`src/gpbz_regs.svh`:
```
// Purpose: register offsets, field positions and reset values for the GPIO block
// Assumes: 8-bit CPU data-memory bus, byte addresses as printed
// Notes:   included by the design modules and the testbench
`ifndef GPBZ_REGS_SVH
`define GPBZ_REGS_SVH

// ==========================================================
// Register offsets
`define GPBZ_ADDR_PA_DATA 8'h12
`define GPBZ_ADDR_PA_DIR  8'h13
`define GPBZ_ADDR_PB_DATA 8'h14
`define GPBZ_ADDR_PB_DIR  8'h15
`define GPBZ_ADDR_PC_DATA 8'h16
`define GPBZ_ADDR_PC_DIR  8'h17
`define GPBZ_ADDR_PD_DATA 8'h18
`define GPBZ_ADDR_PD_DIR  8'h19
`define GPBZ_ADDR_PG_DATA 8'h1e
`define GPBZ_ADDR_PG_DIR  8'h1f

// ==========================================================
// Field positions and reset values
`define GPBZ_PB_BZ_BIT    0
`define GPBZ_PB_BZN_BIT   1
`define GPBZ_PG_MASK      8'h01
`define GPBZ_DIR_RESET    8'hff
`define GPBZ_DATA_RESET   8'hff
`define GPBZ_NPORTS       5

`endif

```
`src/gpbz_pkg.sv`:
```
// Purpose: shared types for the GPIO block
// Assumes: constants come from gpbz_regs.svh
// Notes:   port index enumeration used by the address decoder
package gpbz_pkg;

	// ==========================================================
	// Types
	typedef logic [7:0] gpbz_byte_t;

	typedef enum logic [2:0] {
		GPBZ_PORT_A,
		GPBZ_PORT_B,
		GPBZ_PORT_C,
		GPBZ_PORT_D,
		GPBZ_PORT_G,
		GPBZ_PORT_NONE
	} gpbz_port_e;

endpackage : gpbz_pkg

```
`src/gpbz_port_bank.sv`:
```
// Purpose: one 8-bit port: data latch, direction register, read mux
// Assumes: one write strobe per register, synchronous reset
// Notes:   IMPL_MASK removes absent bits entirely
`timescale 1ns/1ps
`include "gpbz_regs.svh"

module gpbz_port_bank #(
	parameter logic [7:0] IMPL_MASK = 8'hff
) (
	input  wire logic                 mclk,
	input  wire logic                 rst,
	input  wire logic                 data_we,
	input  wire logic                 dir_we,
	input  wire gpbz_pkg::gpbz_byte_t wdata,
	input  wire gpbz_pkg::gpbz_byte_t pad_in,
	output logic [7:0]                latch_q,
	output logic [7:0]                dir_q,
	output logic [7:0]                data_rd,
	output logic [7:0]                dir_rd
);
	import gpbz_pkg::*;

	logic [7:0] latch_d;
	logic [7:0] dir_d;

	// ==========================================================
	// Next state: latch holds until rewritten, absent bits never set
	always_comb
	begin
		latch_d = latch_q;
		dir_d   = dir_q;
		if (data_we)
			latch_d = wdata & IMPL_MASK;
		if (dir_we)
			dir_d = wdata & IMPL_MASK;
	end

	// Registers; reset leaves every line an input
	always_ff @(posedge mclk)
	begin
		if (rst)
		begin
			latch_q <= `GPBZ_DATA_RESET & IMPL_MASK;
			dir_q   <= `GPBZ_DIR_RESET & IMPL_MASK;
		end
		else
		begin
			latch_q <= latch_d;
			dir_q   <= dir_d;
		end
	end

	// Per-bit read source: pad when input, latch when output
	genvar i;
	generate
		for (i = 0; i < 8; i++)
		begin : g_rd
			assign data_rd[i] = IMPL_MASK[i] & (dir_q[i] ? pad_in[i] : latch_q[i]);
		end
	endgenerate

	assign dir_rd = dir_q & IMPL_MASK;

endmodule : gpbz_port_bank

```
`src/gpbz_gpio.sv`:
```
// Purpose: five GPIO ports on CPU data memory, buzzer share on port B, interrupt share on port G
// Assumes: CPU bus gives address, read strobe and write strobe for one byte per cycle
// Notes:   bit and complement instructions are CPU read then write, seen here as two accesses
`timescale 1ns/1ps
`include "gpbz_regs.svh"

module gpbz_gpio (
	input  wire logic                 mclk,
	input  wire logic                 rst,
	input  wire gpbz_pkg::gpbz_byte_t cpu_addr,
	input  wire logic                 cpu_rd,
	input  wire logic                 cpu_wr,
	input  wire gpbz_pkg::gpbz_byte_t cpu_wdata,
	output gpbz_pkg::gpbz_byte_t      cpu_rdata,
	output logic                      cpu_hit,
	input  wire logic                 buzzer_opt,
	input  wire logic                 tmr0_ovf,
	input  wire logic [7:0]           wake_en_opt,
	input  wire logic                 halted,
	output logic                      wake_up,
	output logic                      ext_int_n,
	input  wire logic [7:0]           pa_in,
	output logic [7:0]                pa_out,
	output logic [7:0]                pa_oe,
	input  wire logic [7:0]           pb_in,
	output logic [7:0]                pb_out,
	output logic [7:0]                pb_oe,
	input  wire logic [7:0]           pc_in,
	output logic [7:0]                pc_out,
	output logic [7:0]                pc_oe,
	input  wire logic [7:0]           pd_in,
	output logic [7:0]                pd_out,
	output logic [7:0]                pd_oe,
	input  wire logic                 pg_in,
	output logic                      pg_out,
	output logic                      pg_oe,
	input  wire logic [7:0]           pullup_a_opt,
	input  wire logic [7:0]           pullup_b_opt,
	input  wire logic [7:0]           pullup_c_opt,
	input  wire logic [7:0]           pullup_d_opt,
	input  wire logic                 pullup_g_opt,
	output logic [32:0]               pullup_en
);
	import gpbz_pkg::*;

	// ==========================================================
	// Address decode
	gpbz_port_e sel;
	logic       sel_dir;
	logic [4:0] data_we;
	logic [4:0] dir_we;

	// If/else-if chain over the ten mapped bytes
	always_comb
	begin
		sel     = GPBZ_PORT_NONE;
		sel_dir = 1'b0;
		if (cpu_addr == `GPBZ_ADDR_PA_DATA)
			sel = GPBZ_PORT_A;
		else if (cpu_addr == `GPBZ_ADDR_PA_DIR)
		begin
			sel     = GPBZ_PORT_A;
			sel_dir = 1'b1;
		end
		else if (cpu_addr == `GPBZ_ADDR_PB_DATA)
			sel = GPBZ_PORT_B;
		else if (cpu_addr == `GPBZ_ADDR_PB_DIR)
		begin
			sel     = GPBZ_PORT_B;
			sel_dir = 1'b1;
		end
		else if (cpu_addr == `GPBZ_ADDR_PC_DATA)
			sel = GPBZ_PORT_C;
		else if (cpu_addr == `GPBZ_ADDR_PC_DIR)
		begin
			sel     = GPBZ_PORT_C;
			sel_dir = 1'b1;
		end
		else if (cpu_addr == `GPBZ_ADDR_PD_DATA)
			sel = GPBZ_PORT_D;
		else if (cpu_addr == `GPBZ_ADDR_PD_DIR)
		begin
			sel     = GPBZ_PORT_D;
			sel_dir = 1'b1;
		end
		else if (cpu_addr == `GPBZ_ADDR_PG_DATA)
			sel = GPBZ_PORT_G;
		else if (cpu_addr == `GPBZ_ADDR_PG_DIR)
		begin
			sel     = GPBZ_PORT_G;
			sel_dir = 1'b1;
		end
	end

	// Write strobes per port; a byte write also serves bit set/clear write-back
	always_comb
	begin
		data_we = 5'h00;
		dir_we  = 5'h00;
		if (cpu_wr && sel != GPBZ_PORT_NONE)
		begin
			if (sel_dir)
				dir_we[sel] = 1'b1;
			else
				data_we[sel] = 1'b1;
		end
	end

	// ==========================================================
	// Port banks
	logic [7:0] pad [5];
	logic [7:0] lat [5];
	logic [7:0] dir [5];
	logic [7:0] drd [5];
	logic [7:0] crd [5];

	assign pad[0] = pa_in;
	assign pad[1] = pb_in;
	assign pad[2] = pc_in;
	assign pad[3] = pd_in;
	assign pad[4] = {7'h00, pg_in};

	// Port G keeps only line 0; the other seven bits do not exist
	genvar p;
	generate
		for (p = 0; p < `GPBZ_NPORTS; p++)
		begin : g_port
			gpbz_port_bank #(
				.IMPL_MASK (p == 4 ? `GPBZ_PG_MASK : 8'hff)
			) u_bank (
				.mclk    (mclk),
				.rst     (rst),
				.data_we (data_we[p]),
				.dir_we  (dir_we[p]),
				.wdata   (cpu_wdata),
				.pad_in  (pad[p]),
				.latch_q (lat[p]),
				.dir_q   (dir[p]),
				.data_rd (drd[p]),
				.dir_rd  (crd[p])
			);
		end
	endgenerate

	// ==========================================================
	// Read path: data registered at the read edge, pad taken live
	gpbz_byte_t rdata_d;
	gpbz_byte_t rdata_q;
	logic       hit_d;
	logic       hit_q;

	// Unmapped addresses answer zero with no hit
	always_comb
	begin
		rdata_d = 8'h00;
		hit_d   = 1'b0;
		if (cpu_rd && sel != GPBZ_PORT_NONE)
		begin
			hit_d   = 1'b1;
			rdata_d = sel_dir ? crd[sel] : drd[sel];
		end
	end

	always_ff @(posedge mclk)
	begin
		if (rst)
		begin
			rdata_q <= 8'h00;
			hit_q   <= 1'b0;
		end
		else
		begin
			rdata_q <= rdata_d;
			hit_q   <= hit_d;
		end
	end

	assign cpu_rdata = rdata_q;
	assign cpu_hit   = hit_q;

	// ==========================================================
	// Buzzer tone: timer 0 overflow toggles the divider output
	logic tone_q;
	logic tone_d;

	always_comb
	begin
		tone_d = tone_q ^ tmr0_ovf;
	end

	always_ff @(posedge mclk)
	begin
		if (rst)
			tone_q <= 1'b0;
		else
			tone_q <= tone_d;
	end

	// ==========================================================
	// Pad drive: push-pull only, enable high while driving
	logic bz0_gate;
	logic [7:0] pb_drv;

	// Line 0 latch alone gates the tone on both buzzer pads
	always_comb
	begin
		bz0_gate = buzzer_opt & lat[1][`GPBZ_PB_BZ_BIT];
		pb_drv   = lat[1];
		if (buzzer_opt)
		begin
			pb_drv[`GPBZ_PB_BZ_BIT] = bz0_gate & tone_q;
			// Line 1 is in buzzer mode only when line 0 also outputs the tone
			if (!dir[1][`GPBZ_PB_BZ_BIT])
				pb_drv[`GPBZ_PB_BZN_BIT] = bz0_gate & ~tone_q;
		end
	end

	// Output enable is just the inverted direction; inputs never driven
	assign pa_oe  = ~dir[0];
	assign pb_oe  = ~dir[1];
	assign pc_oe  = ~dir[2];
	assign pd_oe  = ~dir[3];
	assign pg_oe  = ~dir[4][0];
	assign pa_out = lat[0];
	assign pb_out = pb_drv;
	assign pc_out = lat[2];
	assign pd_out = lat[3];
	assign pg_out = lat[4][0];

	// Pull-ups only matter on undriven lines; without one the line floats
	assign pullup_en = {pullup_g_opt & dir[4][0],
	                    pullup_d_opt & dir[3], pullup_c_opt & dir[2],
	                    pullup_b_opt & dir[1], pullup_a_opt & dir[0]};

	// ==========================================================
	// Wake-up and interrupt sharing
	logic [7:0] pa_prev_q;
	logic [7:0] pa_prev_d;
	logic       wake_q;
	logic       wake_d;

	// Any enabled port A input that changes level while halted wakes the core
	always_comb
	begin
		pa_prev_d = pa_in;
		wake_d    = halted & |(wake_en_opt & dir[0] & (pa_in ^ pa_prev_q));
	end

	always_ff @(posedge mclk)
	begin
		if (rst)
		begin
			pa_prev_q <= pa_in; // Track the pad from reset so no false edge follows it
			wake_q    <= 1'b0;
		end
		else
		begin
			pa_prev_q <= pa_prev_d;
			wake_q    <= wake_d;
		end
	end

	assign wake_up = wake_q;

	// The interrupt sees the pad level, which is the driven level in output mode
	assign ext_int_n = pg_oe ? pg_out : pg_in;

	// ==========================================================
	// Checks
	property p_pg_upper_zero;
		@(posedge mclk) disable iff (rst)
			(cpu_rd && cpu_addr == `GPBZ_ADDR_PG_DATA) |=> (cpu_rdata[7:1] == 7'h00);
	endproperty
	a_pg_upper_zero : assert property (p_pg_upper_zero) else $error("port g upper bits not zero");

	property p_latch_hold;
		@(posedge mclk) disable iff (rst)
			!data_we[2] |=> $stable(pc_out);
	endproperty
	a_latch_hold : assert property (p_latch_hold) else $error("latch changed without write");

	property p_rd_input;
		@(posedge mclk) disable iff (rst)
			(cpu_rd && cpu_addr == `GPBZ_ADDR_PC_DATA && dir[2] == 8'hff) |=> (cpu_rdata == $past(pc_in));
	endproperty
	a_rd_input : assert property (p_rd_input) else $error("input read not pad");

	property p_rd_output;
		@(posedge mclk) disable iff (rst)
			(cpu_rd && cpu_addr == `GPBZ_ADDR_PD_DATA && dir[3] == 8'h00) |=> (cpu_rdata == $past(lat[3]));
	endproperty
	a_rd_output : assert property (p_rd_output) else $error("output read not latch");

	property p_dir_write;
		@(posedge mclk) disable iff (rst)
			(cpu_wr && cpu_addr == `GPBZ_ADDR_PA_DIR) |=> (pa_oe == ~$past(cpu_wdata));
	endproperty
	a_dir_write : assert property (p_dir_write) else $error("direction write lost");

	property p_reset_inputs;
		@(posedge mclk) rst |=> (pa_oe == 8'h00 && pb_oe == 8'h00 && !pg_oe);
	endproperty
	a_reset_inputs : assert property (p_reset_inputs) else $error("line driven after reset");

	property p_bz_gate;
		@(posedge mclk) disable iff (rst)
			(buzzer_opt && !lat[1][0] && pb_oe[0]) |-> (pb_out[0] == 1'b0);
	endproperty
	a_bz_gate : assert property (p_bz_gate) else $error("buzzer not gated low");

	property p_bz_line1;
		@(posedge mclk) disable iff (rst)
			(buzzer_opt && dir[1][0] && !dir[1][1]) |-> (pb_out[1] == lat[1][1]);
	endproperty
	a_bz_line1 : assert property (p_bz_line1) else $error("line 1 not own latch");

	property p_wake;
		@(posedge mclk) disable iff (rst)
			(halted && wake_en_opt[0] && dir[0][0] && pa_in[0] != pa_prev_q[0]) |=> wake_up;
	endproperty
	a_wake : assert property (p_wake) else $error("port a change did not wake");

endmodule : gpbz_gpio

```
`config.mk`:
```
export PLATFORM = sky130hd
export DESIGN_NAME = gpbz_gpio
export DESIGN_NICKNAME = d
export VERILOG_FILES = /design/src/gpbz_pkg.sv /design/src/gpbz_port_bank.sv /design/src/gpbz_gpio.sv
export VERILOG_INCLUDE_DIRS = /design/src
export SDC_FILE = /design/constraint.sdc
export NUM_CORES = 1
export LEC_CHECK = 0
export BUFFER_PORTS_ARGS = -buffer_cell sky130_fd_sc_hd__buf_2
export CORE_UTILIZATION = 50
export DETAILED_ROUTE_END_ITERATION = 16
export PLACE_DENSITY_LB_ADDON = 0.08
export SETUP_SLACK_MARGIN = 0.5
export SYNTH_ARGS = -nofsm -noshare
export SYNTH_HDL_FRONTEND = slang
export SYNTH_SLANG_ARGS = --single-unit
```
`constraint.sdc`:
```
create_clock -name mclk -period 4.25 [get_ports mclk]
set_input_delay 0.2125 -clock mclk [delete_from_list [all_inputs] [get_ports mclk]]
set_output_delay 0.2125 -clock mclk [all_outputs]
set_load 0.01 [all_outputs]
```
==> flow_metrics.tcl, run 1 <==
set metrics [dict create \
    status "completed" \
    area_growth_pct 29.88 \
    dp_hpwl_um 9632 \
    die_area_um2 9045 \
    cts_inserted_buffers 9 \
    htree_levels 3 \
    synth_top_area_cell "dfxtp_1" \
    postCtsSetupBuffers 0 \
    end_kind "flop" \
    max-slew-margin-rel 0.3294 \
    leakagePower_nw 3.127 \
    die_w_um 95.11 \
    vias_per_cell 5.523 \
    pre_cts_slack_ns 1.847 \
    postPlaceCellArea_um2 5325 \
    synth_seq_cells 85 \
    die_y_um 95.11 \
    fp-row-count 33 \
    path_class "primary input to flop" \
    crit_path_start "cpu_addr[5]" \
    timing.setup.tns_ns 0 \
    vias 4424 \
    diodes 0 \
    drcViolationCount 0 \
    fmax_ghz 0.4795 \
    hold_violations 0 \
    grt_start_max_net_pins 40 \
    setup_viol 0 \
    worst_r2r_startpoint "g_port[2].u_bank.dir_q[0]" \
    root_buffer "clkbuf_8" \
    clk_pin_slew_ns 0.09 \
    rsz0062_at_grt "false" \
    mostFrequentLayoutCells "buf_2, dfxtp_1, nand2_1, mux2i_1, inv_1" \
    wl_um 12720 \
    crit_fanout 12 \
    initial_utilization 0.5222 \
    skew_ns 0.009905 \
    synth_edf_count 0 \
    io_buffers 206 \
    maxCapViolCount 0 \
    syn_nets 600 \
    slew_viol_final 0 \
    core_area_um2 8299 \
    netlist.area_leader.share 0.3926 \
    cts.sinks 85 \
    drtAntennaViolNets 0 \
    post_drt_wl_per_cell_um 15.88 \
    io_pins 207 \
    grt_pass1_vias 3913 \
    netlist_area_um2 4334 \
    final_common_cell "buf_2" \
    gp_congestion 0.8878 \
    min_from "pa_in[0]" \
    hold_class "primary input to flop" \
    avgSynthCellArea_um2 8.617 \
    drive_gt1_frac 0.3391 \
    grt_use_total 0.2789 \
    setup_ws_ns 2.164 \
    tightestPinTransition_ns 0.9919 \
    ys_warn_count 0 \
    worstSetupStartpointType "primary input" \
    first_iter_violations 174 \
    arrival_ns 2.31 \
    async_flop_share 0 \
    cts_tree "done" \
    ys_seq_area_frac 0.3926 \
    clock_latency_ns 0.35 \
    synthTopCellsByArea "dfxtp_1, mux2i_1, o211ai_1" \
    cts_resized 0 \
    synth_flop_cell "dfxtp_1" \
    min_period_ns 2.086 \
    ys_types 47 \
    fin_nets 788 \
    cp_data_required_time_ns 4.47 \
    netlist_instances 503 \
    grt_first_pass_wirelength_um 19380 \
    fin_crit_sh 0.4907 \
    max-vdd-ir-drop_mv 0.1729 \
    cts_buffer_depth 2 \
    power.density_nw_per_um2 297.8 \
    drt_first_pass_iters 5 \
    antenna_found_initial 0 \
    final_cell_area_um2 5629 \
    gr-total-overflow 0 \
]
stage by stage:
step	utilization	std cells	hold WS [ns]	total power, mW
2_1_floorplan	-	503	0.2402	0.9384
3_3_place_gp	0.6416	778	0.3516	1.028
3_5_place_dp	0.6416	778	0.3557	1.032
4_1_cts	0.6783	801	0.002377	1.679
5_1_grt	0.6783	801	0.007291	1.735
6_report	0.6783	801	0.005675	1.676
final timing paths:
kind	slack (ns)	to	cells after the start
setup / recovery	2.16	g_port[1].u_bank.latch_q[7]	5
setup reg to reg	3.02	cpu_rdata[0]	4
hold / removal	0.006	pa_prev_q[0]	1
hold reg to reg	0.52	g_port[1].u_bank.latch_q[2]	2
Yosys cell counts (3+ instances only):
master and instances:
dfxtp_1 85, nand2_1 54, mux2i_1 51, inv_1 40
and2_1 33, o211ai_1 33, nor2_1 24, a21oi_1 23
clkbuf_1 23, nor3_1 17, o22ai_1 17, xor2_1 9
nand3_1 8, a22o_1 7, o2bb2ai_1 7, buf_4 6
o21bai_1 6, o221ai_1 6, buf_1 5, nand3b_1 4
nand4_1 4, a211oi_1 3, buf_6 3, nor4b_1 3
or3b_2 3
cells by family (layout without fill, tap and decap cells):
| group | after synthesis | in the layout | share of synthesized area |
|---|---|---|---|
| buffers and inverters | 80 | 273 | 0.08025 |
| AOI/OAI and AO/OA | 107 | 107 | 0.1741 |
| adders and majority gates | 1 | 1 | 0.002310 |
| xor gates and xnor gates | 10 | 10 | 0.02021 |
| muxes | 53 | 53 | 0.1230 |
| and+or+nand+nor | 167 | 167 | 0.2076 |
| DFF | 85 | 85 | 0.3926 |
layout make-up:
class / count / area (um2)
sequential: 85 / 1702
clock inverter: 5 / 82.58
fill: 725 / 2670
multi-input combinational: 338 / 2285
tap: 105 / 131.4
clock buffer: 11 / 151.4
timing repair buffer: 216 / 1124
inverter: 41 / 153.9
state kept, by name, indices dropped and copies added, names as in the netlist:
| name | count |
|---|---|
| g_port.u_bank.latch_q | 33 |
| pa_prev_q | 8 |
| g_port.u_bank.dir_q | 33 |
| tone_q | 1 |
| wake_up | 1 |
| cpu_rdata | 8 |
| cpu_hit | 1 |
where the power goes:
| group | internal [mW] | leakage (nW) | switching (mW) |
|---|---|---|---|
| registers | 0.803 | 0.691 | 0.00403 |
| logic | 0.0982 | 2.32 | 0.115 |
| clock network | 0.364 | 0.120 | 0.292 |
worst max-delay path, cell delays in order:
cell and delay (ns):
buf_2 0.10, nor4b_1 0.86, nand4b_1 0.71, mux2i_1 0.33
nand2_1 0.09
routing by layer:
layer,up-vias,track usage,routed length [um]
met2,189,0.4929,6393
met4,0,0.1010,224
met5,-,0,0
met1,2072,0.3448,5287
li1,2142,-,-
met3,21,0.03509,812
repair_timing:
item                                    in CTS  in global routing
hold endpoints to repair                     7                  0
endpoints found under the setup margin       0                  0
hold buffers                                 7                  0
Power figures use the tool's default switching activity.
==> run 2: changes to the inputs <==
Settings changed: CORE_UTILIZATION 50 to 42.
Clock period 4.25 ns to 1.68 ns, I/O delays scaled along.
==> run 2 against run 1 <==
Against the previous run: cell area rose by 12%; largest power group unchanged; global-route usage fell by 1.9 points; setup slack lost 1.8 ns.
==> flow_metrics.tcl, run 2 (same netlist as run 1, synthesis figures left out) <==
set metrics [dict create \
    dp_hpwl_um 10390 \
    cts_buffer_depth 2 \
    drcViolationCount 0 \
    antenna_found_initial 0 \
    initial_utilization 0.4374 \
    first_iter_violations 151 \
    leakagePower_nw 3.344 \
    skew_ns 0.01148 \
    r2r_slack_ns 0.47 \
    crit_fanout 16 \
    setup_ws_ns 0.4065 \
    area_growth_pct 45.76 \
    setup_viol 0 \
    final_cell_area_um2 6317 \
    gp_congestion 0.8482 \
    clock_latency_ns 0.36 \
    end_kind "flop" \
    vias 4590 \
    status "completed" \
    worstSetupStartpointType "primary input" \
    cp_data_required_time_ns 1.95 \
    grt_use_total 0.2597 \
    post_drt_wl_per_cell_um 16.09 \
    arrival_ns 1.54 \
    maxCapViolCount 0 \
    slew_viol_final 0 \
    drtAntennaViolNets 0 \
    die_w_um 103.6 \
    root_buffer "clkbuf_8" \
    drt_first_pass_iters 4 \
    r2r-end "cpu_rdata[0]" \
    reg_top3 "g_port.u_bank.dir_q: 33 flops, g_port.u_bank.latch_q: 33 flops" \
    diodes 0 \
    final_common_cell "buf_2" \
    grt_first_pass_wirelength_um 22290 \
    drive_gt1_frac 0.4620 \
    gr-total-overflow 0 \
    hold_violations 0 \
    fmax_ghz 0.7852 \
    path_class "primary input to flop" \
    rsz0062_at_grt "true" \
    fin_nets 828 \
    worst_r2r_startpoint "g_port[1].u_bank.dir_q[0]" \
    postPlaceCellArea_um2 5708 \
    mostFrequentLayoutCells "buf_2, dfxtp_1, nand2_1, mux2i_1, inv_1" \
    io_buffers 206 \
    worstHoldEndpoint "g_port[3].u_bank.dir_q[3]" \
    max-slew-margin-rel 0.7239 \
    whs_ns 0.02137 \
    core_area_um2 9910 \
    min_period_ns 1.273 \
    fp-row-count 36 \
    die_y_um 103.6 \
    htree_levels 3 \
    io_pins 207 \
    vias_per_cell 5.282 \
    cts_inserted_buffers 9 \
    die_area_um2 10730 \
    hold_class "primary input to flop" \
    min_from "cpu_wdata[3]" \
    whs_path_depth 3 \
    grt_pass1_vias 4556 \
    max-vdd-ir-drop_mv 0.3312 \
    grt_start_max_net_pins 34 \
    fin_crit_sh 0.7580 \
    clk_pin_slew_ns 0.09 \
    fin_util 0.6375 \
    tightestPinTransition_ns 0.4123 \
    r2r_cells 4 \
    cts.sinks 85 \
    cts_tree "done" \
    wl_um 13980 \
    power.density_nw_per_um2 659.8 \
    pre_cts_slack_ns -0.08070 \
]
-- run 2: stage by stage --
stage | setup TNS, ns | power (mW) | std cells
final | 0 | 4.168 | 869
after global routing | 0 | 4.335 | 869
after CTS | 0 | 4.171 | 868
after detailed placement | -0.4848 | 2.661 | 831
after global placement | -0.2382 | 2.650 | 831
after floorplan | -0.7699 | 2.407 | 503
-- run 2: what timing repair did --
action | 4_1_cts | 5_1_grt
setup endpoints to repair | 44 | 60
gates cloned | 2 | 0
setup buffers | 9 | 1
pin swaps | 7 | 4
hold endpoints to repair | 10 | 0
hold buffers | 10 | 0
resized for setup | 34 | 36
-- run 2: area by class of cell --
type                            count  area (um2)
Tap cell                          133       166.4
Multi-Input combinational cell    339        2512
Sequential cell                    85        1747
Clock buffer                        9       123.9
Timing Repair Buffer              255        1538
Clock inverter                      7       73.82
Inverter                           41       156.4
Fill cell                         901        3592
-- run 2: per-layer routing --
| layer | GRT usage | share of wire | up-vias |
|---|---|---|---|
| met5 | 0 | 0 | - |
| met4 | 0.09731 | 0.013 | 0 |
| met3 | 0.04468 | 0.056 | 15 |
| met2 | 0.4530 | 0.51 | 176 |
| met1 | 0.3186 | 0.42 | 2176 |
| li1 | - | - | 2223 |
-- run 2: where the power goes --
part / switching, mW / total (mW) / leakage (nW) / internal (mW)
logic: 0.326 / 0.635 / 2.56 / 0.309
clock network: 0.803 / 1.50 / 0.100 / 0.696
registers: 0.0111 / 2.04 / 0.681 / 2.02
-- run 2: how the worst max path moves through the flow --
| stage | from | endpoint | cells past startpoint |
|---|---|---|---|
| 2_1_floorplan | cpu_addr[5] | g_port[2].u_bank.dir_q[2] | 7 |
| 3_3_place_gp | cpu_addr[5] | g_port[2].u_bank.dir_q[0] | 5 |
| 3_5_place_dp | cpu_addr[5] | g_port[2].u_bank.dir_q[1] | 5 |
| 4_1_cts | g_port[1].u_bank.dir_q[0] | pb_out[1] | 4 |
| 5_1_grt | cpu_addr[5] | g_port[0].u_bank.dir_q[3] | 7 |
| 6_report | cpu_addr[5] | g_port[0].u_bank.dir_q[1] | 7 |
-- run 2: critical path: stages --
cell	delay [ns]
buf_8	0.09
or4b_4	0.55
buf_6	0.16
nor4_2	0.23
buf_4	0.24
nand2_1	0.07
o211ai_1	0.10
